File: config.mk
export PLATFORM = sky130hd
export DESIGN_NAME = ucj_jump_unit
export DESIGN_NICKNAME = d
export VERILOG_FILES = /design/src/ucj_pkg.sv /design/src/ucj_cond_eval.sv /design/src/ucj_jump_unit.sv
export SDC_FILE = /design/constraint.sdc
export NUM_CORES = 1
export LEC_CHECK = 0
export BUFFER_PORTS_ARGS = -buffer_cell sky130_fd_sc_hd__buf_2
export CAP_MARGIN = 10
export CORE_MARGIN = 3
export CORE_UTILIZATION = 49
export CTS_BUF_LIST = sky130_fd_sc_hd__clkbuf_8
export CTS_CLUSTER_DIAMETER = 80
export DETAILED_ROUTE_END_ITERATION = 12
export HOLD_SLACK_MARGIN = 0.06
export PLACE_DENSITY_LB_ADDON = 0.05
export SYNTH_ARGS = -nofsm -noshare
export SYNTH_HDL_FRONTEND = slang
export SYNTH_SLANG_ARGS = --single-unit
File: constraint.sdc
create_clock -name clk -period 2.13 [get_ports clk]
set_clock_uncertainty 0.2 [all_clocks]
set_input_delay 0.1065 -clock clk [delete_from_list [all_inputs] [get_ports clk]]
set_output_delay 0.1065 -clock clk [all_outputs]
set_load 0.01 [all_outputs]
File: src/ucj_pkg.sv
// Constants, field layouts and carrier types of the conditional jump unit.
// Assumes a 16-bit instruction word and a code RAM address of CODE_ADDR_W bits.
package ucj_pkg;

  localparam int CODE_ADDR_W = 10;
  localparam int INSTR_W     = 16;
  localparam int CTRL_W      = 16;
  localparam int AVS_AW      = 12;
  localparam int AVS_DW      = 32;
  localparam int REG_IDX_W   = 10;

  // Opcode fields and their positions.
  localparam logic [6:0] ABS_FLAG_OPC  = 7'h1D;
  localparam logic [6:0] REL_FLAG_OPC  = 7'h12;
  localparam logic [5:0] ABS_CTRL_OPC  = 6'h0F;
  localparam logic [3:0] ABS_FLAG_TAIL = 4'h5;
  localparam logic [3:0] ABS_CTRL_TAIL = 4'h4;
  localparam int OPC_HI    = 15;
  localparam int OPC7_LO   = 9;
  localparam int OPC6_LO   = 10;
  localparam int POL_POS   = 9;
  localparam int SEL_HI    = 8;
  localparam int SEL_LO    = 5;
  localparam int JREG_POS  = 4;
  localparam int OFF_HI    = 4;
  localparam int OFF_W     = 5;
  localparam int TAIL_HI   = 3;

  // Register indices; the byte address is four times the index.
  localparam logic [REG_IDX_W-1:0] IDX_CORE0_WORD_A = 10'h101;
  localparam logic [REG_IDX_W-1:0] IDX_CORE1_WORD_A = 10'h102;
  localparam logic [REG_IDX_W-1:0] IDX_CORE0_WORD_B = 10'h121;
  localparam logic [REG_IDX_W-1:0] IDX_CORE1_WORD_B = 10'h122;
  localparam logic [REG_IDX_W-1:0] IDX_JUMP_STATUS  = 10'h140;
  localparam logic [CTRL_W-1:0]    CTRL_WORD_RST    = 16'h0000;

  // Jump status register fields.
  localparam int ST_TAKEN_POS   = 0;
  localparam int ST_DECODED_POS = 1;
  localparam int ST_KIND_LO     = 2;
  localparam int ST_TARGET_LO   = 16;

  typedef enum logic [3:0] {
    FS_OP_DONE   = 4'h0,
    FS_SGN_OVER  = 4'h1,
    FS_SGN_UNDER = 4'h2,
    FS_UNS_OVER  = 4'h3,
    FS_UNS_UNDER = 4'h4,
    FS_SIGN      = 4'h5,
    FS_ZERO      = 4'h6,
    FS_MUL_LOSS  = 4'h7,
    FS_MUL_OVER  = 4'h8,
    FS_MASK_ONES = 4'h9,
    FS_MASK_ZERO = 4'hA,
    FS_ARITH_A0  = 4'hB,
    FS_ARITH_A1  = 4'hC,
    FS_CARRY     = 4'hD,
    FS_CONV_SIGN = 4'hE,
    FS_SHIFT_CY  = 4'hF
  } ucj_flag_sel_type;

  // ALU condition register, last listed flag in the least significant bit.
  typedef struct packed {
    logic shiftCarry;
    logic convSign;
    logic carry;
    logic arithA1;
    logic arithA0;
    logic maskZero;
    logic maskOnes;
    logic mulOver;
    logic mulLoss;
    logic resultZero;
    logic resultSign;
    logic unsUnder;
    logic unsOver;
    logic sgnUnder;
    logic sgnOver;
    logic opDone;
  } ucj_alu_flags_type;

  typedef enum logic [1:0] {
    KIND_NONE     = 2'b00,
    KIND_ABS_FLAG = 2'b01,
    KIND_REL_FLAG = 2'b10,
    KIND_ABS_CTRL = 2'b11
  } ucj_kind_type;

  typedef struct packed {
    logic                   valid;
    logic [INSTR_W-1:0]     word;
    logic [CODE_ADDR_W-1:0] addr;
  } ucj_instr_type;

  typedef struct packed {
    logic [CODE_ADDR_W-1:0] jump1;
    logic [CODE_ADDR_W-1:0] jump0;
  } ucj_jump_regs_type;

  typedef struct packed {
    logic                   valid;
    logic                   taken;
    ucj_kind_type           kind;
    logic [CODE_ADDR_W-1:0] next;
  } ucj_pc_update_type;

endpackage

File: src/ucj_cond_eval.sv
// Condition evaluator: picks an ALU flag and tests a control-word bit.
// Purely combinational; the caller registers the result.
`timescale 1ns/1ps
module ucj_cond_eval
  import ucj_pkg::*;
(
  // Flag test
  input  wire ucj_alu_flags_type aluFlags,
  input  wire logic [3:0]        flagSel,
  output logic                   flagTrue,
  // Control-word bit test
  input  wire logic [CTRL_W-1:0] ctrlWord,
  input  wire logic [3:0]        ctrlSel,
  input  wire logic              ctrlPol,
  output logic                   ctrlTrue
);

  logic [CTRL_W-1:0] bitHit;

  always_comb begin
    case (ucj_flag_sel_type'(flagSel))
      FS_OP_DONE:   flagTrue = aluFlags.opDone;     // RULE_02
      FS_SGN_OVER:  flagTrue = aluFlags.sgnOver;    // RULE_02
      FS_SGN_UNDER: flagTrue = aluFlags.sgnUnder;   // RULE_02
      FS_UNS_OVER:  flagTrue = aluFlags.unsOver;    // RULE_02
      FS_UNS_UNDER: flagTrue = aluFlags.unsUnder;   // RULE_02
      FS_SIGN:      flagTrue = aluFlags.resultSign; // RULE_03
      FS_ZERO:      flagTrue = aluFlags.resultZero; // RULE_03
      FS_MUL_LOSS:  flagTrue = aluFlags.mulLoss;    // RULE_03
      FS_MUL_OVER:  flagTrue = aluFlags.mulOver;    // RULE_03
      FS_MASK_ONES: flagTrue = aluFlags.maskOnes;   // RULE_04
      FS_MASK_ZERO: flagTrue = aluFlags.maskZero;   // RULE_04
      FS_ARITH_A0:  flagTrue = aluFlags.arithA0;    // RULE_04
      FS_ARITH_A1:  flagTrue = aluFlags.arithA1;    // RULE_04
      FS_CARRY:     flagTrue = aluFlags.carry;      // RULE_04
      FS_CONV_SIGN: flagTrue = aluFlags.convSign;   // RULE_04
      FS_SHIFT_CY:  flagTrue = aluFlags.shiftCarry; // RULE_04
      default:      flagTrue = 1'b0;
    endcase
  end

  for (genvar i = 0; i < CTRL_W; i++) begin : gBit
    // Bit i counts only when selected and equal to the chosen polarity.
    assign bitHit[i] = (ctrlSel == 4'(i)) && (ctrlWord[i] == ctrlPol); // RULE_10 RULE_11
  end

  assign ctrlTrue = |bitHit;

endmodule

File: src/ucj_jump_unit.sv
// Conditional jump unit: decodes the three conditional jumps and computes
// the next program counter, with control words reachable over Avalon-MM.
// Assumes the fetch path presents one instruction per valid cycle and that
// jump registers and ALU flags are stable while the instruction is valid.
`timescale 1ns/1ps

// Notes on behaviour
// (RULE_01) Flag true: absolute jump to selected jump register.
// (RULE_02) Codes 0-4: done, sgnOver, sgnUnder, unsOver, unsUnder.
// (RULE_03) Codes 5-8: sign, zero, mulLoss, mulOver.
// (RULE_04) Codes 9-15: maskOnes, maskZero, A0, A1, carry, conv, shift.
// (RULE_05) Flag true: relative jump from current address.
// (RULE_06) Offset is 5-bit two's complement, -16..15.
// (RULE_07) Absolute flag jump: 0011101, sel, reg, 0101.
// (RULE_08) Relative flag jump: 0010010, sel, offset.
// (RULE_09) Control bit matches: absolute jump via jump register.
// (RULE_10) Select n tests control word bit n.
// (RULE_11) Polarity 0 wants zero, 1 wants one.
// (RULE_12) Absolute control jump: 001111, pol, sel, 0100.
// (RULE_13) False condition: continue at next address.
// (RULE_14) Control jump takes register operand from bit 4.
module ucj_jump_unit
  import ucj_pkg::*;
#(
  parameter int CORE_ID = 0
)
(
  // Clock and reset
  input  wire logic                   clk,
  input  wire logic                   sys_rst,
  // Instruction from fetch and condition sources
  input  wire ucj_instr_type          instrIn,
  input  wire ucj_alu_flags_type      aluFlags,
  input  wire ucj_jump_regs_type      jumpRegs,
  // Program counter update
  output ucj_pc_update_type           pcUpdate,
  // Avalon-MM slave
  input  wire logic [AVS_AW-1:0]      avsAddress,
  input  wire logic                   avsRead,
  input  wire logic                   avsWrite,
  input  wire logic [AVS_DW-1:0]      avsWritedata,
  input  wire logic [AVS_DW/8-1:0]    avsByteenable,
  output logic [AVS_DW-1:0]           avsReaddata,
  output logic                        avsWaitrequest
);

  // Decode.
  logic                   isAbsFlag;
  logic                   isRelFlag;
  logic                   isAbsCtrl;
  logic                   flagTrue;
  logic                   ctrlTrue;
  logic [CTRL_W-1:0]      testedWord;
  logic [CODE_ADDR_W-1:0] seqAddr;
  logic [CODE_ADDR_W-1:0] relAddr;
  logic [CODE_ADDR_W-1:0] jregAddr;
  logic [OFF_W-1:0]       offset;

  // Decision state.
  ucj_pc_update_type      pcUpdate_r;
  ucj_pc_update_type      pcUpdate_nxt;
  logic                   lastTaken_r;
  logic                   lastTaken_nxt;
  logic                   lastDecoded_r;
  logic                   lastDecoded_nxt;
  ucj_kind_type           lastKind_r;
  ucj_kind_type           lastKind_nxt;
  logic [CODE_ADDR_W-1:0] lastTarget_r;
  logic [CODE_ADDR_W-1:0] lastTarget_nxt;

  // Control words.
  logic [CTRL_W-1:0]      core0WordA_r;
  logic [CTRL_W-1:0]      core0WordA_nxt;
  logic [CTRL_W-1:0]      core1WordA_r;
  logic [CTRL_W-1:0]      core1WordA_nxt;
  logic [CTRL_W-1:0]      core0WordB_r;
  logic [CTRL_W-1:0]      core0WordB_nxt;
  logic [CTRL_W-1:0]      core1WordB_r;
  logic [CTRL_W-1:0]      core1WordB_nxt;

  // Bus state.
  logic                   waitReq_r;
  logic                   waitReq_nxt;
  logic [AVS_DW-1:0]      readData_r;
  logic [AVS_DW-1:0]      readData_nxt;
  logic                   busReq;
  logic                   busCommit;
  logic [REG_IDX_W-1:0]   regIdx;
  logic                   aligned;

  assign isAbsFlag = (instrIn.word[OPC_HI:OPC7_LO] == ABS_FLAG_OPC)
                  && (instrIn.word[TAIL_HI:0] == ABS_FLAG_TAIL);   // RULE_07
  assign isRelFlag = (instrIn.word[OPC_HI:OPC7_LO] == REL_FLAG_OPC); // RULE_08
  assign isAbsCtrl = (instrIn.word[OPC_HI:OPC6_LO] == ABS_CTRL_OPC)
                  && (instrIn.word[TAIL_HI:0] == ABS_CTRL_TAIL);   // RULE_12

  // Each core tests its own first control word; the second is storage only.
  assign testedWord = (CORE_ID == 0) ? core0WordA_r : core1WordA_r;

  ucj_cond_eval uCond (
    .aluFlags (aluFlags),
    .flagSel  (instrIn.word[SEL_HI:SEL_LO]),
    .flagTrue (flagTrue),
    .ctrlWord (testedWord),
    .ctrlSel  (instrIn.word[SEL_HI:SEL_LO]),
    .ctrlPol  (instrIn.word[POL_POS]),
    .ctrlTrue (ctrlTrue)
  );

  assign offset   = instrIn.word[OFF_HI:0];
  assign seqAddr  = instrIn.addr + CODE_ADDR_W'(1);
  // Sign extension wraps within the code RAM, as the fetch counter does.
  assign relAddr  = instrIn.addr
                  + {{(CODE_ADDR_W-OFF_W){offset[OFF_W-1]}}, offset}; // RULE_05 RULE_06
  // Both absolute forms read the register operand from the same bit.
  assign jregAddr = instrIn.word[JREG_POS] ? jumpRegs.jump1 : jumpRegs.jump0; // RULE_14

  always_comb begin
    pcUpdate_nxt       = '0;
    pcUpdate_nxt.kind  = KIND_NONE;
    lastTaken_nxt      = lastTaken_r;
    lastDecoded_nxt    = lastDecoded_r;
    lastKind_nxt       = lastKind_r;
    lastTarget_nxt     = lastTarget_r;
    if (instrIn.valid) begin
      pcUpdate_nxt.valid = 1'b1;
      pcUpdate_nxt.next  = seqAddr; // RULE_13
      if (isAbsFlag) begin
        pcUpdate_nxt.kind = KIND_ABS_FLAG;
        if (flagTrue) begin
          pcUpdate_nxt.taken = 1'b1;
          pcUpdate_nxt.next  = jregAddr; // RULE_01
        end
      end else if (isRelFlag) begin
        pcUpdate_nxt.kind = KIND_REL_FLAG;
        if (flagTrue) begin
          pcUpdate_nxt.taken = 1'b1;
          pcUpdate_nxt.next  = relAddr; // RULE_05
        end
      end else if (isAbsCtrl) begin
        pcUpdate_nxt.kind = KIND_ABS_CTRL;
        if (ctrlTrue) begin
          pcUpdate_nxt.taken = 1'b1;
          pcUpdate_nxt.next  = jregAddr; // RULE_09
        end
      end
      if (pcUpdate_nxt.kind != KIND_NONE) begin
        lastDecoded_nxt = 1'b1;
        lastTaken_nxt   = pcUpdate_nxt.taken;
        lastKind_nxt    = pcUpdate_nxt.kind;
        lastTarget_nxt  = pcUpdate_nxt.next;
      end
    end
  end

  always_ff @(posedge clk) begin
    if (sys_rst) begin
      pcUpdate_r    <= '0;
      lastTaken_r   <= 1'b0;
      lastDecoded_r <= 1'b0;
      lastKind_r    <= KIND_NONE;
      lastTarget_r  <= '0;
    end else begin
      pcUpdate_r    <= pcUpdate_nxt;
      lastTaken_r   <= lastTaken_nxt;
      lastDecoded_r <= lastDecoded_nxt;
      lastKind_r    <= lastKind_nxt;
      lastTarget_r  <= lastTarget_nxt;
    end
  end

  assign pcUpdate = pcUpdate_r;

  // Bus slave: waitrequest stays high in the first request cycle and drops
  // for exactly one cycle; the write commits and read data stands then.
  assign busReq    = avsRead || avsWrite;
  assign busCommit = busReq && !waitReq_r;
  assign regIdx    = avsAddress[AVS_AW-1:2];
  assign aligned   = (avsAddress[1:0] == 2'b00);

  function automatic logic [CTRL_W-1:0] mergeLanes(
    input logic [CTRL_W-1:0] oldVal,
    input logic [AVS_DW-1:0] wdata,
    input logic [AVS_DW/8-1:0] be
  );
    logic [CTRL_W-1:0] res;
    res = oldVal;
    if (be[0]) begin
      res[7:0] = wdata[7:0];
    end
    if (be[1]) begin
      res[15:8] = wdata[15:8];
    end
    return res;
  endfunction

  always_comb begin
    waitReq_nxt    = !(busReq && waitReq_r);
    readData_nxt   = readData_r;
    core0WordA_nxt = core0WordA_r;
    core1WordA_nxt = core1WordA_r;
    core0WordB_nxt = core0WordB_r;
    core1WordB_nxt = core1WordB_r;
    if (avsRead && waitReq_r) begin
      readData_nxt = '0;
      if (aligned) begin
        case (regIdx)
          IDX_CORE0_WORD_A: readData_nxt[CTRL_W-1:0] = core0WordA_r;
          IDX_CORE1_WORD_A: readData_nxt[CTRL_W-1:0] = core1WordA_r;
          IDX_CORE0_WORD_B: readData_nxt[CTRL_W-1:0] = core0WordB_r;
          IDX_CORE1_WORD_B: readData_nxt[CTRL_W-1:0] = core1WordB_r;
          IDX_JUMP_STATUS: begin
            readData_nxt[ST_TAKEN_POS]   = lastTaken_r;
            readData_nxt[ST_DECODED_POS] = lastDecoded_r;
            readData_nxt[ST_KIND_LO +: 2] = lastKind_r;
            readData_nxt[ST_TARGET_LO +: CODE_ADDR_W] = lastTarget_r;
          end
          default: readData_nxt = '0;
        endcase
      end
    end
    if (avsWrite && busCommit && aligned) begin
      case (regIdx)
        IDX_CORE0_WORD_A: core0WordA_nxt = mergeLanes(core0WordA_r, avsWritedata, avsByteenable);
        IDX_CORE1_WORD_A: core1WordA_nxt = mergeLanes(core1WordA_r, avsWritedata, avsByteenable);
        IDX_CORE0_WORD_B: core0WordB_nxt = mergeLanes(core0WordB_r, avsWritedata, avsByteenable);
        IDX_CORE1_WORD_B: core1WordB_nxt = mergeLanes(core1WordB_r, avsWritedata, avsByteenable);
        default: core0WordA_nxt = core0WordA_r;
      endcase
    end
  end

  always_ff @(posedge clk) begin
    if (sys_rst) begin
      waitReq_r    <= 1'b1;
      readData_r   <= '0;
      core0WordA_r <= CTRL_WORD_RST;
      core1WordA_r <= CTRL_WORD_RST;
      core0WordB_r <= CTRL_WORD_RST;
      core1WordB_r <= CTRL_WORD_RST;
    end else begin
      waitReq_r    <= waitReq_nxt;
      readData_r   <= readData_nxt;
      core0WordA_r <= core0WordA_nxt;
      core1WordA_r <= core1WordA_nxt;
      core0WordB_r <= core0WordB_nxt;
      core1WordB_r <= core1WordB_nxt;
    end
  end

  assign avsReaddata    = readData_r;
  assign avsWaitrequest = waitReq_r;

endmodule

==> flow_metrics.tcl <==
set metrics [dict create \
    whs_ps 89.52 \
    synthArstFlopShare 0 \
    synth_top_cell_by_area "dfxtp_1" \
    diodes 0 \
    syn_area_per_cell_um2 9.116 \
    core-area_um2 11710 \
    grt_pass1_vias 6147 \
    initial_core_util 0.5122 \
    seq_area_frac_synth 0.3972 \
    wire_per_inst_um 17.49 \
    grt_overflow 0 \
    cp-end-kind "flip-flop" \
    pre_cts_ws_ps -381.7 \
    vias_per_cell 5.660 \
    crit_start "core0WordA_r[14]" \
    nets 1042 \
    start_kind "flip-flop" \
    timing.rr.end "lastTarget_r[9]" \
    fillerInstances 915 \
    cp.required_ps 2230 \
    grt_max_degree 97 \
    routabilityCongestion 0.9348 \
    finalSetupTns_ps -3803 \
    synth.distinct_cells 72 \
    multi_input_area_um2 3457 \
    seq_area_um2 2385 \
    worstSkewPairLatency_ps 440 \
    hp-class "in2reg" \
    period_share 1.118 \
    syn_area_um2 5998 \
    yosysTopAreaCellShare 0.3972 \
    cts.path.max_buffers 2 \
    violations "negative setup slack" \
    synth_cells 658 \
    drt-pass1-iter-count 5 \
    status "complete, but fails checks" \
    syn_to_final_growth_pct 42.20 \
    drive_gt1_frac 0.3394 \
    die_height_um 116.6 \
    cp.arrival_ps 2490 \
    power_leakage_nw 3.460 \
    yosys_warnings 0 \
    cts_sinks 119 \
    synthFlopType "dfxtp_1" \
    ys_ff_latch 119 \
    hold_violations 0 \
    critical_path_class "reg2reg" \
    antenna_found_initial 0 \
    clk_pin_slew_ps 70 \
    fin_crit_ps 2381 \
    cap_violations 0 \
    drc_errors 0 \
    portBuffers 137 \
    ir_worst_vdd_mv 0.5453 \
    cp_max_fo 7 \
    drv_slew 0 \
    antenna_left 0 \
    grt_pass1_wl_um 29510 \
    holdPathStages 7 \
    die_area_um2 13600 \
    timing.fmax_mhz 420.0 \
    chipWidth_um 116.6 \
    regToRegStartpoint "core0WordA_r[14]" \
    rrSetupSlack_ps -250 \
    vias 6062 \
    cts_tree "done" \
    num_rows 39 \
    cts_root_buf "clkbuf_8" \
    dr.first_iter.drc_count 447 \
    synth_edf_count 0 \
    setup_viol 22 \
    grt_usage 0.2791 \
    r2r_cells 8 \
    drt_wl_total_um 18730 \
    power.density_nw_per_um2 601.5 \
    rsz0062_at_grt "yes" \
    crit_end "lastTarget_r[9]" \
    synth_area_leaders "dfxtp_1, mux2i_1, nor2_1" \
    hpwlAfterDp_um 13360 \
    io_pins 162 \
    worst_slack_ps -250.8 \
    htree_levels 4 \
    cts_buffers 17 \
]
## cell usage in the layout (no fill, tap or decap), drive strengths merged, types with 5 or more instances in the layout
cell type    instances
buf                231
nor2               118
dlygate4sd3         49
and3                 8
a22oi               18
nand3               11
conb                 6
inv                 14
xnor2                7
clkbuf              20
nand2b               5
mux2                13
o21ai               16
a31oi                9
xor2                 8
a222oi              16
ha                  10
nand2               31
a211oi              12
a21oi               50
mux2i               72
dfxtp              119
nor3                10
## worst min path at each step
stage,startpoint,end,slack (ps)
final,instrIn[25],pcUpdate[10],90
after global routing,instrIn[10],pcUpdate[10],120
after CTS,instrIn[24],pcUpdate[10],80
after detailed placement,avsRead,avsWaitrequest,130
after global placement,avsRead,avsWaitrequest,130
after floorplan,instrIn[26],lastKind_r[1],2
## sequential cells by signal, indices dropped and copies added (netlist names), 2 cells and up
register / count
avsReaddata: 26
core1WordB_r: 16
core1WordA_r: 16
core0WordB_r: 16
lastTarget_r: 10
core0WordA_r: 16
pcUpdate: 14
lastKind_r: 2
## power by group
part           internal (mW)  leakage, nW  switching, mW
registers               2.24        0.961        0.00707
logic                  0.357         2.29          0.364
clock network           1.25        0.213          0.920
## synth_stat cells (3+ instances only)
| cell | number |
|---|---|
| xor2_1 | 8 |
| o211ai_1 | 4 |
| nor2b_1 | 4 |
| a31oi_1 | 9 |
| clkbuf_1 | 24 |
| buf_2 | 9 |
| a21oi_1 | 49 |
| mux2_2 | 10 |
| dfxtp_1 | 119 |
| a22oi_1 | 18 |
| o21a_1 | 4 |
| o21ai_0 | 16 |
| a211oi_2 | 6 |
| a211oi_1 | 6 |
| mux2i_1 | 72 |
| nand2b_1 | 5 |
| nor3_1 | 10 |
| nor2_1 | 110 |
| xnor2_1 | 7 |
| nor2_2 | 6 |
| a222oi_1 | 16 |
| a21o_1 | 3 |
| nand2_1 | 31 |
| and3_1 | 8 |
| ha_1 | 10 |
| inv_1 | 12 |
| buf_4 | 8 |
| nand3_1 | 11 |
| buf_6 | 4 |
| mux2_1 | 3 |
## cell families (layout without fill, tap and decap cells)
family	after synthesis	count (layout)	synth area share
fa+ha+maj	11	11	0.02420
mux	86	86	0.1483
simple gates	210	210	0.1665
compound gates	158	158	0.1932
flops	119	119	0.3972
buf+inv	58	323	0.04818
xor+xnor	15	15	0.02190
other cells	1	6	0.0006252
## per-layer routing
layer	track usage	vias to the layer above	wire, µm
li1	-	2903	-
met5	0	-	0
met1	0.3211	2871	7594
met4	0.1239	0	600
met2	0.4939	234	9546
met3	0.06373	54	987
## worst max-delay path: stages, from the launching register on
cell       delay [ps]
dfxtp_2           320
mux4_2            490
a2bb2oi_2         150
a221oi_2           90
o31a_4            330
a21o_4            220
buf_6             140
a22oi_2           180
a31oi_1           120
## final cells by class
class / count / share of cell area
Clock buffer: 20 / 0.03227
Timing Repair Buffer: 280 / 0.2391
Sequential cell: 119 / 0.2796
Tap cell: 143 / 0.02098
Inverter: 12 / 0.005281
Multi-Input combinational cell: 486 / 0.4053
Clock inverter: 11 / 0.01746
## through the flow
stage	cell area, µm²	total power [mW]	util	cells
5_1_grt	8529	5.330	0.7283	1071
6_report	8529	5.130	0.7283	1071
2_1_floorplan	6026	2.623	-	663
3_5_place_dp	7491	2.902	0.6396	990
4_1_cts	8486	5.133	0.7246	1071
3_3_place_gp	7491	2.889	0.6396	990
## repair_timing
action | in CTS | in global routing
setup endpoints to repair | 22 | 38
buffers inserted | 1 | 0
gates resized for setup | 12 | 8
pin swaps | 5 | 2
endpoints found under the hold margin | 117 | 0
hold buffers | 49 | 0
Power figures use the tool's default switching activity.
